$ cat config.mk
export PLATFORM = sky130hd
export DESIGN_NAME = bcca_core
export DESIGN_NICKNAME = d
export VERILOG_FILES = /design/src/verilog/bcca_pkg.sv /design/src/verilog/bcca_core.sv
export SDC_FILE = /design/constraint.sdc
export NUM_CORES = 1
export LEC_CHECK = 0
export BUFFER_PORTS_ARGS = -buffer_cell sky130_fd_sc_hd__clkbuf_2
export CAP_MARGIN = 20
export CORE_MARGIN = 2
export CORE_UTILIZATION = 52
export DETAILED_ROUTE_END_ITERATION = 7
export GPL_TIMING_DRIVEN = 0
export PLACE_DENSITY = 0.8
export SETUP_SLACK_MARGIN = 0.1
export SLEW_MARGIN = 20
export SYNTH_ARGS = -nofsm -noshare
export SYNTH_HDL_FRONTEND = slang
export SYNTH_SLANG_ARGS = --single-unit
$ cat constraint.sdc
create_clock -name clk -period 3.16 [get_ports clk]
set_clock_uncertainty 0.15 [all_clocks]
set_input_delay 0.158 -clock clk [delete_from_list [all_inputs] [get_ports clk]]
set_output_delay 0.158 -clock clk [all_outputs]
set_load 0.01 [all_outputs]
$ cat src/verilog/bcca_pkg.sv
// Package: opcode, condition and timing constants for the decode and carry-add block
package bcca_pkg;
  localparam logic [3:0] COND_NEVER = 4'h0;
  localparam logic [3:0] COND_SIGNED_BELOW = 4'h1;
  localparam logic [3:0] COND_SIGNED_AT_MOST = 4'h2;
  localparam logic [3:0] COND_UNSIGNED_AT_MOST = 4'h3;
  localparam logic [3:0] COND_SIGNED_WRAP_SET = 4'h4;
  localparam logic [3:0] COND_SIGN_SET = 4'h5;
  localparam logic [3:0] COND_ZERO_SET = 4'h6;
  localparam logic [3:0] COND_CARRY_SET = 4'h7;
  localparam logic [3:0] COND_ALWAYS = 4'h8;
  localparam logic [3:0] COND_SIGNED_AT_LEAST = 4'h9;
  localparam logic [3:0] COND_SIGNED_ABOVE = 4'hA;
  localparam logic [3:0] COND_UNSIGNED_ABOVE = 4'hB;
  localparam logic [3:0] COND_SIGNED_WRAP_CLEAR = 4'hC;
  localparam logic [3:0] COND_SIGN_CLEAR = 4'hD;
  localparam logic [3:0] COND_ZERO_CLEAR = 4'hE;
  localparam logic [3:0] COND_CARRY_CLEAR = 4'hF;
  // Column (low nibble) codes of the register-implied map
  localparam logic [3:0] COL_MOVE_R_FROM_REG = 4'h8;
  localparam logic [3:0] COL_MOVE_REG_FROM_R = 4'h9;
  localparam logic [3:0] COL_COUNT_DOWN = 4'hA;
  localparam logic [3:0] COL_SHORT_JUMP = 4'hB;
  localparam logic [3:0] COL_MOVE_IMM = 4'hC;
  localparam logic [3:0] COL_FAR_JUMP = 4'hD;
  localparam logic [3:0] COL_BUMP = 4'hE;
  localparam logic [3:0] COL_CONTROL = 4'hF;
  // Carry-add opcodes
  localparam logic [7:0] OPC_ADC_RR = 8'h12;
  localparam logic [7:0] OPC_ADC_RIR = 8'h13;
  localparam logic [7:0] OPC_ADC_REG = 8'h14;
  localparam logic [7:0] OPC_ADC_IREG = 8'h15;
  localparam logic [7:0] OPC_ADC_IMM = 8'h16;
  localparam logic [2:0] CYC_SHORT = 3'h4;
  localparam logic [2:0] CYC_LONG = 3'h6;
  // Flag vector bit positions {c,z,s,v,d,h}
  localparam int FL_C = 5;
  localparam int FL_Z = 4;
  localparam int FL_S = 3;
  localparam int FL_V = 2;
  localparam int FL_D = 1;
  localparam int FL_H = 0;
  localparam logic [5:0] FLAGS_RESET = 6'h00;

  typedef enum logic [4:0] {
    OP_NONE = 5'h00, OP_MOVE_R_FROM_REG, OP_MOVE_REG_FROM_R, OP_COUNT_DOWN,
    OP_SHORT_JUMP, OP_MOVE_IMM, OP_FAR_JUMP, OP_BUMP,
    OP_THREAD_ADVANCE, OP_THREAD_ENTRY, OP_THREAD_LEAVE, OP_WAIT_FOR_IRQ,
    OP_SELECT_BANK_ZERO, OP_SELECT_BANK_ONE, OP_DOZE, OP_HALT_ALL,
    OP_IRQ_MASK, OP_IRQ_UNMASK, OP_SUBROUTINE_BACK, OP_IRQ_BACK,
    OP_CARRY_ZERO, OP_CARRY_ONE, OP_CARRY_FLIP, OP_IDLE_CYCLE, OP_CARRY_ADD
  } bcca_op_t;

  typedef enum logic [1:0] {
    ST_IDLE = 2'b01,
    ST_BUSY = 2'b10
  } bcca_state_t;
endpackage : bcca_pkg
$ cat src/verilog/bcca_core.sv
// Decode of the implied-register map, branch condition test and carry-add execution
`timescale 1ns/1ps
`default_nettype none

// Operation
// - A 4-bit branch condition field gates each conditional jump; 0000 never and 1000 always.
// - Codes 0111/1111 test carry set/clear and 0110/1110 zero set/clear, shared by aliases.
// - Codes 1101/0101 test sign clear/set and 0100/1100 overflow set/clear.
// - Code 1001 holds when sign xor overflow is 0 and code 0001 when it is 1.
// - Code 1011 holds when carry and zero are both clear and 0011 when either is set.
// - Unsigned at-least shares 1111 (carry clear) and unsigned below shares 0111 (carry set).
// - Columns 8 to E use the upper nibble as working register and decode the seven ops.
// - Column F decodes the sixteen one-byte control operations by upper nibble.
// - Carry-add writes dst plus src plus carry into dst and leaves src untouched.
// - Carry-add sets carry on a carry out of bit 7 and clears it otherwise.
// - Carry-add sets zero on a zero result and sign on a negative result.
// - Carry-add sets overflow when like-signed operands give an opposite-signed result.
// - Carry-add clears decimal-adjust and sets half-carry on a carry out of bit 3.
module bcca_core
  import bcca_pkg::*;
(
  input wire logic clk,
  input wire logic arst_n,
  input wire logic opc_valid,
  input wire logic [7:0] opc,
  input wire logic [7:0] dst_in,
  input wire logic [7:0] src_in,
  input wire logic [3:0] cond_sel,
  input wire logic [5:0] flags_load,
  input wire logic flags_load_en,
  output logic opc_ready,
  output logic [4:0] op_kind,
  output logic [3:0] work_reg,
  output logic [3:0] branch_condition_field,
  output logic decode_valid,
  output logic jump_taken,
  output logic cond_true,
  output logic [7:0] result,
  output logic result_valid,
  output logic [7:0] src_out,
  output logic [5:0] flags
);

  // Every register of the block in one record
  typedef struct packed {
    bcca_state_t st;
    logic [2:0] cnt;
    logic [4:0] op;
    logic [3:0] wreg;
    logic [3:0] bcf;
    logic dvalid;
    logic jump;
    logic ctrue;
    logic [7:0] res;
    logic [7:0] src;
    logic rvalid;
    logic [5:0] fl;
  } bcca_regs_t;

  bcca_regs_t q, d;

  // Shared by the jump columns and the free-running condition port
  function automatic logic cond_eval(input logic [3:0] code, input logic [5:0] f);
    logic c;
    logic z;
    logic s;
    logic v;
    logic r;
    c = f[FL_C];
    z = f[FL_Z];
    s = f[FL_S];
    v = f[FL_V];
    // Table form keeps each code traceable to its own test
    unique case (code)
      COND_NEVER: r = 1'b0;
      COND_ALWAYS: r = 1'b1;
      COND_CARRY_SET: r = c;
      COND_CARRY_CLEAR: r = ~c;
      COND_ZERO_SET: r = z;
      COND_ZERO_CLEAR: r = ~z;
      COND_SIGN_CLEAR: r = ~s;
      COND_SIGN_SET: r = s;
      COND_SIGNED_WRAP_SET: r = v;
      COND_SIGNED_WRAP_CLEAR: r = ~v;
      COND_SIGNED_AT_LEAST: r = ~(s ^ v);
      COND_SIGNED_BELOW: r = s ^ v;
      COND_SIGNED_ABOVE: r = ~(z | (s ^ v));
      COND_SIGNED_AT_MOST: r = z | (s ^ v);
      COND_UNSIGNED_ABOVE: r = ~c & ~z;
      COND_UNSIGNED_AT_MOST: r = c | z;
    endcase
    return r;
  endfunction : cond_eval

  // Flag image after a carry-add, every flag rewritten
  function automatic logic [5:0] add_flags(input logic [7:0] a, input logic [7:0] b,
    input logic cin);
    logic [8:0] s9;
    logic [4:0] s5;
    logic [5:0] f;
    s9 = {1'b0, a} + {1'b0, b} + {8'h00, cin};
    s5 = {1'b0, a[3:0]} + {1'b0, b[3:0]} + {4'h0, cin};
    f[FL_C] = s9[8];
    f[FL_Z] = (s9[7:0] == 8'h00);
    f[FL_S] = s9[7];
    // Overflow only when like-signed operands change sign
    f[FL_V] = (a[7] == b[7]) && (s9[7] != a[7]);
    f[FL_D] = 1'b0;
    f[FL_H] = s5[4];
    return f;
  endfunction : add_flags

  // Carry-add datapath
  logic [8:0] sum9;
  logic is_adc;
  logic [7:0] res8;
  logic [5:0] fl_now;

  // Combinational so the next byte can follow the add's last cycle
  assign opc_ready = (q.st == ST_IDLE);

  always_comb begin
    d = q;
    d.dvalid = 1'b0;
    d.rvalid = 1'b0;
    // A load counts before the opcode's own flag effect
    fl_now = flags_load_en ? flags_load : q.fl;
    d.fl = fl_now;
    d.ctrue = cond_eval(cond_sel, fl_now);

    // Add row sits in columns 2 to 6, clear of the implied map
    is_adc = (opc >= OPC_ADC_RR) && (opc <= OPC_ADC_IMM);
    sum9 = {1'b0, dst_in} + {1'b0, src_in} + {8'h00, fl_now[FL_C]};
    res8 = sum9[7:0];

    unique case (q.st)
      ST_IDLE: begin
        if (opc_valid) begin
          d.dvalid = 1'b1;
          // Non-jump opcodes leave the jump flag low
          d.jump = 1'b0;
          d.wreg = opc[7:4];
          d.bcf = opc[7:4];
          d.op = OP_NONE;
          if (is_adc) begin
            d.op = OP_CARRY_ADD;
            d.res = res8;
            d.src = src_in;
            d.fl = add_flags(dst_in, src_in, fl_now[FL_C]);
            // The take edge already counts as the first cycle
            d.cnt = (opc == OPC_ADC_RR) ? CYC_SHORT - 3'h1 : CYC_LONG - 3'h1;
            d.st = ST_BUSY;
          end else begin
            unique case (opc[3:0])
              COL_MOVE_R_FROM_REG: d.op = OP_MOVE_R_FROM_REG;
              COL_MOVE_REG_FROM_R: d.op = OP_MOVE_REG_FROM_R;
              COL_COUNT_DOWN: d.op = OP_COUNT_DOWN;
              COL_SHORT_JUMP: begin
                d.op = OP_SHORT_JUMP;
                d.jump = cond_eval(opc[7:4], fl_now);
              end
              COL_MOVE_IMM: d.op = OP_MOVE_IMM;
              COL_FAR_JUMP: begin
                d.op = OP_FAR_JUMP;
                d.jump = cond_eval(opc[7:4], fl_now);
              end
              COL_BUMP: d.op = OP_BUMP;
              COL_CONTROL: begin
                // Control ops enumerate in upper-nibble order
                d.op = 5'(OP_THREAD_ADVANCE) + {1'b0, opc[7:4]};
                // Carry ops act on the flags already loaded this cycle
                unique case (opc[7:4])
                  4'hC: d.fl[FL_C] = 1'b0;
                  4'hD: d.fl[FL_C] = 1'b1;
                  4'hE: d.fl[FL_C] = ~fl_now[FL_C];
                  default: ;
                endcase
              end
              // Columns 0 to 7 outside the add row decode as none
              default: d.op = OP_NONE;
            endcase
          end
        end
      end
      ST_BUSY: begin
        // Result released on the last cycle of the instruction's time
        if (q.cnt == 3'h1) begin
          d.rvalid = 1'b1;
          d.st = ST_IDLE;
        end
        d.cnt = q.cnt - 3'h1;
      end
      default: d.st = ST_IDLE;
    endcase
  end

  // One register stage for the whole record
  always_ff @(posedge clk or negedge arst_n) begin
    if (!arst_n) begin
      q <= '{st: ST_IDLE, cnt: 3'h0, op: 5'h00, wreg: 4'h0,
             bcf: 4'h0, dvalid: 1'b0,
             jump: 1'b0, ctrue: 1'b0, res: 8'h00, src: 8'h00, rvalid: 1'b0,
             fl: FLAGS_RESET};
    end else begin
      q <= d;
    end
  end

  // Outputs straight from the record, no logic after the flops
  assign op_kind = q.op;
  assign work_reg = q.wreg;
  assign branch_condition_field = q.bcf;
  assign decode_valid = q.dvalid;
  assign jump_taken = q.jump;
  assign cond_true = q.ctrue;
  assign result = q.res;
  assign result_valid = q.rvalid;
  assign src_out = q.src;
  assign flags = q.fl;

endmodule : bcca_core
`default_nettype wire

# [Word-level counts from Yosys, hierarchy flattened]
# Cells that the tools add are included.
# W data, S select, Z words.
[totals] reg_bits=40 in_bits=38 out_inout_bits=40 word_cells=109
[classes] n_addsub=6 magnitude_cmp=2 n_eq_ne=47 n_mux=22 n_bitwise=10 n_reduce_logical=11
[op_table] op="$eq A4 B4 Y1 const B" n=24
[op_table] op="$pmux W5 S8" n=1
[op_table] op="$eq A4 B3 Y1 const B" n=8
[op_table] op="$pmux W1 S16" n=2
[op_table] op="$mux W20" n=1
[op_table] op="$mux W6" n=3
[op_table] op="$eq A4 B2 Y1 const B" n=4
[op_table] op="$mux W5" n=3
[op_table] op="$add A8 B8 Y9" n=1
[op_table] op="$add A9 B1 Y9" n=1
[op_table] op="$reduce_and A3 Y1" n=3
[op_table] op="$eq A4 B1 Y1 const B" n=2
[op_table] op="$eq A8 B5 Y1 const B" n=1
[op_table] op="$ge A8 B5 Y1 const B" n=1
[op_table] op="$le A8 B5 Y1 const B" n=1
[op_table] op="$logic_not A4 Y1" n=2
[op_table] op="$logic_not A8 Y1" n=1
[op_table] op="$mux W1" n=6
[op_table] op="$not A1 Y1" n=6
[op_table] op="$pmux W3 S2" n=1
[op_table] op="$add A4 B4 Y5" n=1
[op_table] op="$add A4 B4 Y5 const A" n=1
[op_table] op="$add A5 B1 Y5" n=1
[op_table] op="$mux W2" n=2
[op_table] op="18 further kinds" n=21

# [Logic depth before layout (Yosys ltp)]
[depth] depth_word=9 depth_mapped=11 mapped_depth_nobuf=11

# [Worst setup path after synthesis]
# Ideal clock, no wire load.
[synth_timing] path_type="reg-to-reg" start="register q (netlist bit flags[5])" end="register q (netlist bit flags[4])" setup_time_ns=0.120 arrival_ns=2.383 required_time_ns=2.890 slack_ns=0.507 stages_incl_launch_ff=12 path_buffers=0 synth_period_minus_slack_ns=2.653 path_cell_list="dfrtp_1 > mux2_2 > inv_1 > fa_1 > inv_1 > fa_1 > a211oi_1 > o21bai_1 > a21oi_1 > xnor2_1 > nor3_1 > a31o_1"
[synth_rtl] item="start: declaration" line="bcca_core.sv:60" text="bcca_regs_t q, d;"
[synth_rtl] item="start signal: assignment" line="bcca_core.sv:200" text="q <= '{st: ST_IDLE, cnt: 3'h0, op: 5'h00, wreg: 4'h0,"

==> metrics.csv <==
metric,value,unit
p_int,963,uW
globalplace.congestion,0.867,
clock_latency,300,ps
cts_max_path_buffers,2,
yosysWarnings,0,
async_reset_ff_share,100,%
netlist_top_cells_count,"nand2_1, dfrtp_1, buf_4",
r2r_start,flags[5],
fmax,0.345,GHz
p_clk_share,24.9,%
m1WireLength,2.63,mm
synthFlopType,dfrtp_1,
cts_buffers,5,
post-dp-hpwl,4.58,mm
reg2reg_to,flags[4],
cp-end-kind,flip-flop,
ioPinCount,78,
rsz0062_at_grt,no,
drc_errors,0,
crit_end,flags[4],
clock_sinks,40,
die_x,76.3,um
drive_above_1_share,33.4,%
vias_per_cell,5.07,
worst_setup_path_start_kind,flip-flop,
leakage,0.00170,uW
r2r_slack,260,ps
drtIter0Drc,141,
crit_chain,"mux2_2, inv_2, fa_1, inv_1, fa_1, a211oi_1, o21bai_1, a21oi_2, xnor2_1, nor3_1, a31o_1",
vias,2401,
post-route-period-util,91.8,%
synth_top_area_cell,dfrtp_1,
path_clk_slew,90,ps
synth_cell_types,57,
wirelength,6.05,mm
syn_area,0.00272,mm^2
synth-seq-cells,40,
wl_met3,353,um
setup-violations-final,0,
initial_core_util,53.5,%
yosysMostFrequentCell,nand2_1,
met2_length,2.97,mm
cts-root-buf,clkbuf_8,
grt_pass1_vias,2376,
dr.pass1.iters,4,
design_power_total,1430,uW
crit_path_max_incr_delay,420,ps
worst_path_most_repeated_cell,fa_1,
ant_nets,0,
cp-startpoint,flags[5],
worst-path-max-fanout,7,
grt_overflow,0,
cts-htree-levels,2,
port_buffers,73,
synth_fp_nets,361,
coreArea,0.00507,mm^2
hold_viol,0,
cp.arrival,2950,ps
grt_max_degree,41,
final_nets,452,
topRoutingLayerUsed,met4,
rows,26,
synth_edf_count,0,
fp.dieH,76.3,um
synthCells,312,
cts_tree,yes,
drv_cap,0,
synth_area_leaders,"dfrtp_1, buf_4, nand2_1",
critPathSlowestCell,dfrtp_1,
hold_class,input pin to flip-flop,
status,finished clean,
synth_top_area_share,35.9,%
seqPwrFrac,42.8,%
antenna_found_initial,0,
wl_per_cell,12.8,um
p_sw_share,32.4,%
finalSetupTns,0,ps
slew_headroom,41.3,%
r2r_cells,11,
avgSynthCellArea,8.71,um^2
area_growth,24.4,%
worstPathRequired,3210,ps
ir_drop,0.239,mV
fill_cells,441,
dieArea,0.00582,mm^2
grt_pass1_wl,10.4,mm
power.density,422,mW/mm^2
pwr-share-comb,32.4,%
track_usage,22.0,%
fin_crit,2900,ps
drv_slew,0,
antenna_cells,0,
yosysSeqAreaShare,36.9,%
worstMarginPinSlew,881,ps
crit_type,flip-flop to flip-flop,
p_sw,463,uW
==> placed cells by master (no fill, tap or decap), types with 2 or more instances in the layout <==
master / n
clkbuf_2: 72
nand2_1: 53
dfrtp_1: 39
buf_4: 36
nor2_1: 19
o21ai_0: 18
a21oi_1: 16
inv_1: 12
nor3_1: 11
dlygate4sd3_1: 11
xnor2_1: 9
ha_1: 9
clkbuf_1: 7
nor2b_1: 6
mux2i_1: 5
clkbuf_8: 5
buf_2: 4
mux2_2: 4
nand2b_1: 4
nand3_1: 4
xor2_1: 3
a31oi_1: 3
o211ai_1: 3
nor4_1: 2
o21a_1: 2
a211oi_1: 2
o21bai_1: 2
a21oi_2: 2
nand4b_1: 2
or3_1: 2
and2_1: 2
fa_1: 2
clkinvlp_4: 2
==> power by group through the flow <==
stage                     registers [uW]  logic, uW  clock network [uW]
final                                610        462                 354
after global routing                 619        512                 383
after CTS                            610        463                 362
after detailed placement             620        450                   0
after global placement               616        439                   0
after floorplan                      611        307                   0
==> logic make-up (layout without fill, tap and decap cells) <==
kind of cell,Yosys count,count (layout),share of synthesized area (%)
simple gates,116,116,21.2
compound gates,62,62,14.2
buf+inv,61,153,13.8
flops,40,40,36.9
xor+xnor,12,12,3.87
fa+ha+maj,11,11,5.62
mux,10,10,4.33
==> metrics by stage <==
| step | hold WS [ps] | instance area, um^2 | instances | setup slack, ps | util, % |
|---|---|---|---|---|---|
| finish | 1.43 | 3380 | 474 | 259 | 66.6 |
| global route | 25.7 | 3380 | 474 | 111 | 66.6 |
| CTS | 3.53 | 3370 | 474 | 198 | 66.4 |
| detailed placement | 227 | 3170 | 455 | 127 | 62.5 |
| global placement | 213 | 3170 | 455 | 158 | 62.5 |
| floorplan | -288 | 2720 | 312 | 507 | - |
==> registers in the layout (all words and copies together), names as in the netlist <==
| register | count |
|---|---|
| result | 8 |
| decode_valid | 1 |
| branch_condition_field | 4 |
| op_kind | 5 |
| src_out | 8 |
| result_valid | 1 |
| cond_true | 1 |
| jump_taken | 1 |
| flags | 6 |
| q | 5 |
==> critical path: cells and delay by family, from the launching register on <==
kind,cells,cell delay [ps]
AOI/OAI and AO/OA,4,820
xor gates and xnor gates,1,160
adders and majority gates,2,630
buffers and inverters,2,200
DFF,1,420
muxes,1,320
and+or+nand+nor,1,90
==> metal layers <==
metal / GRT usage [%] / vias to the layer above
met1: 27.9 / 1102
met5: 0 / -
met4: 7.09 / 0
met3: 4.15 / 9
li1: - / 1217
met2: 38.1 / 73
==> area by class of cell <==
type | count | area, um^2 | area share, %
plain buffers | 48 | 327 | 9.66
repair buffers | 84 | 475 | 14.1
well taps | 70 | 87.6 | 2.59
flip-flops and latches | 40 | 1000 | 29.7
clock buffers | 5 | 68.8 | 2.04
inverters | 13 | 48.8 | 1.44
multi-input cells | 211 | 1350 | 39.8
clock inverters | 3 | 23.8 | 0.703
==> worst min-delay path by stage <==
stage                         start                   endpoint  depth (start not counted)
after global placement       arst_n  branch_condition_field[1]                          1
after CTS                 src_in[0]                 src_out[0]                          3
final                     src_in[0]                 src_out[0]                          3
after detailed placement     arst_n  branch_condition_field[2]                          1
after floorplan              arst_n  branch_condition_field[0]                          0
after global routing      src_in[0]                 src_out[0]                          3
==> repair_timing <==
action                                  CTS  global route
buffers inserted                          0             0
gates resized for setup                   1             2
hold endpoints to repair                 49             0
hold buffers                             11             0
endpoints found under the setup margin    1             1
Note: power is estimated with default switching activity, not from simulation.
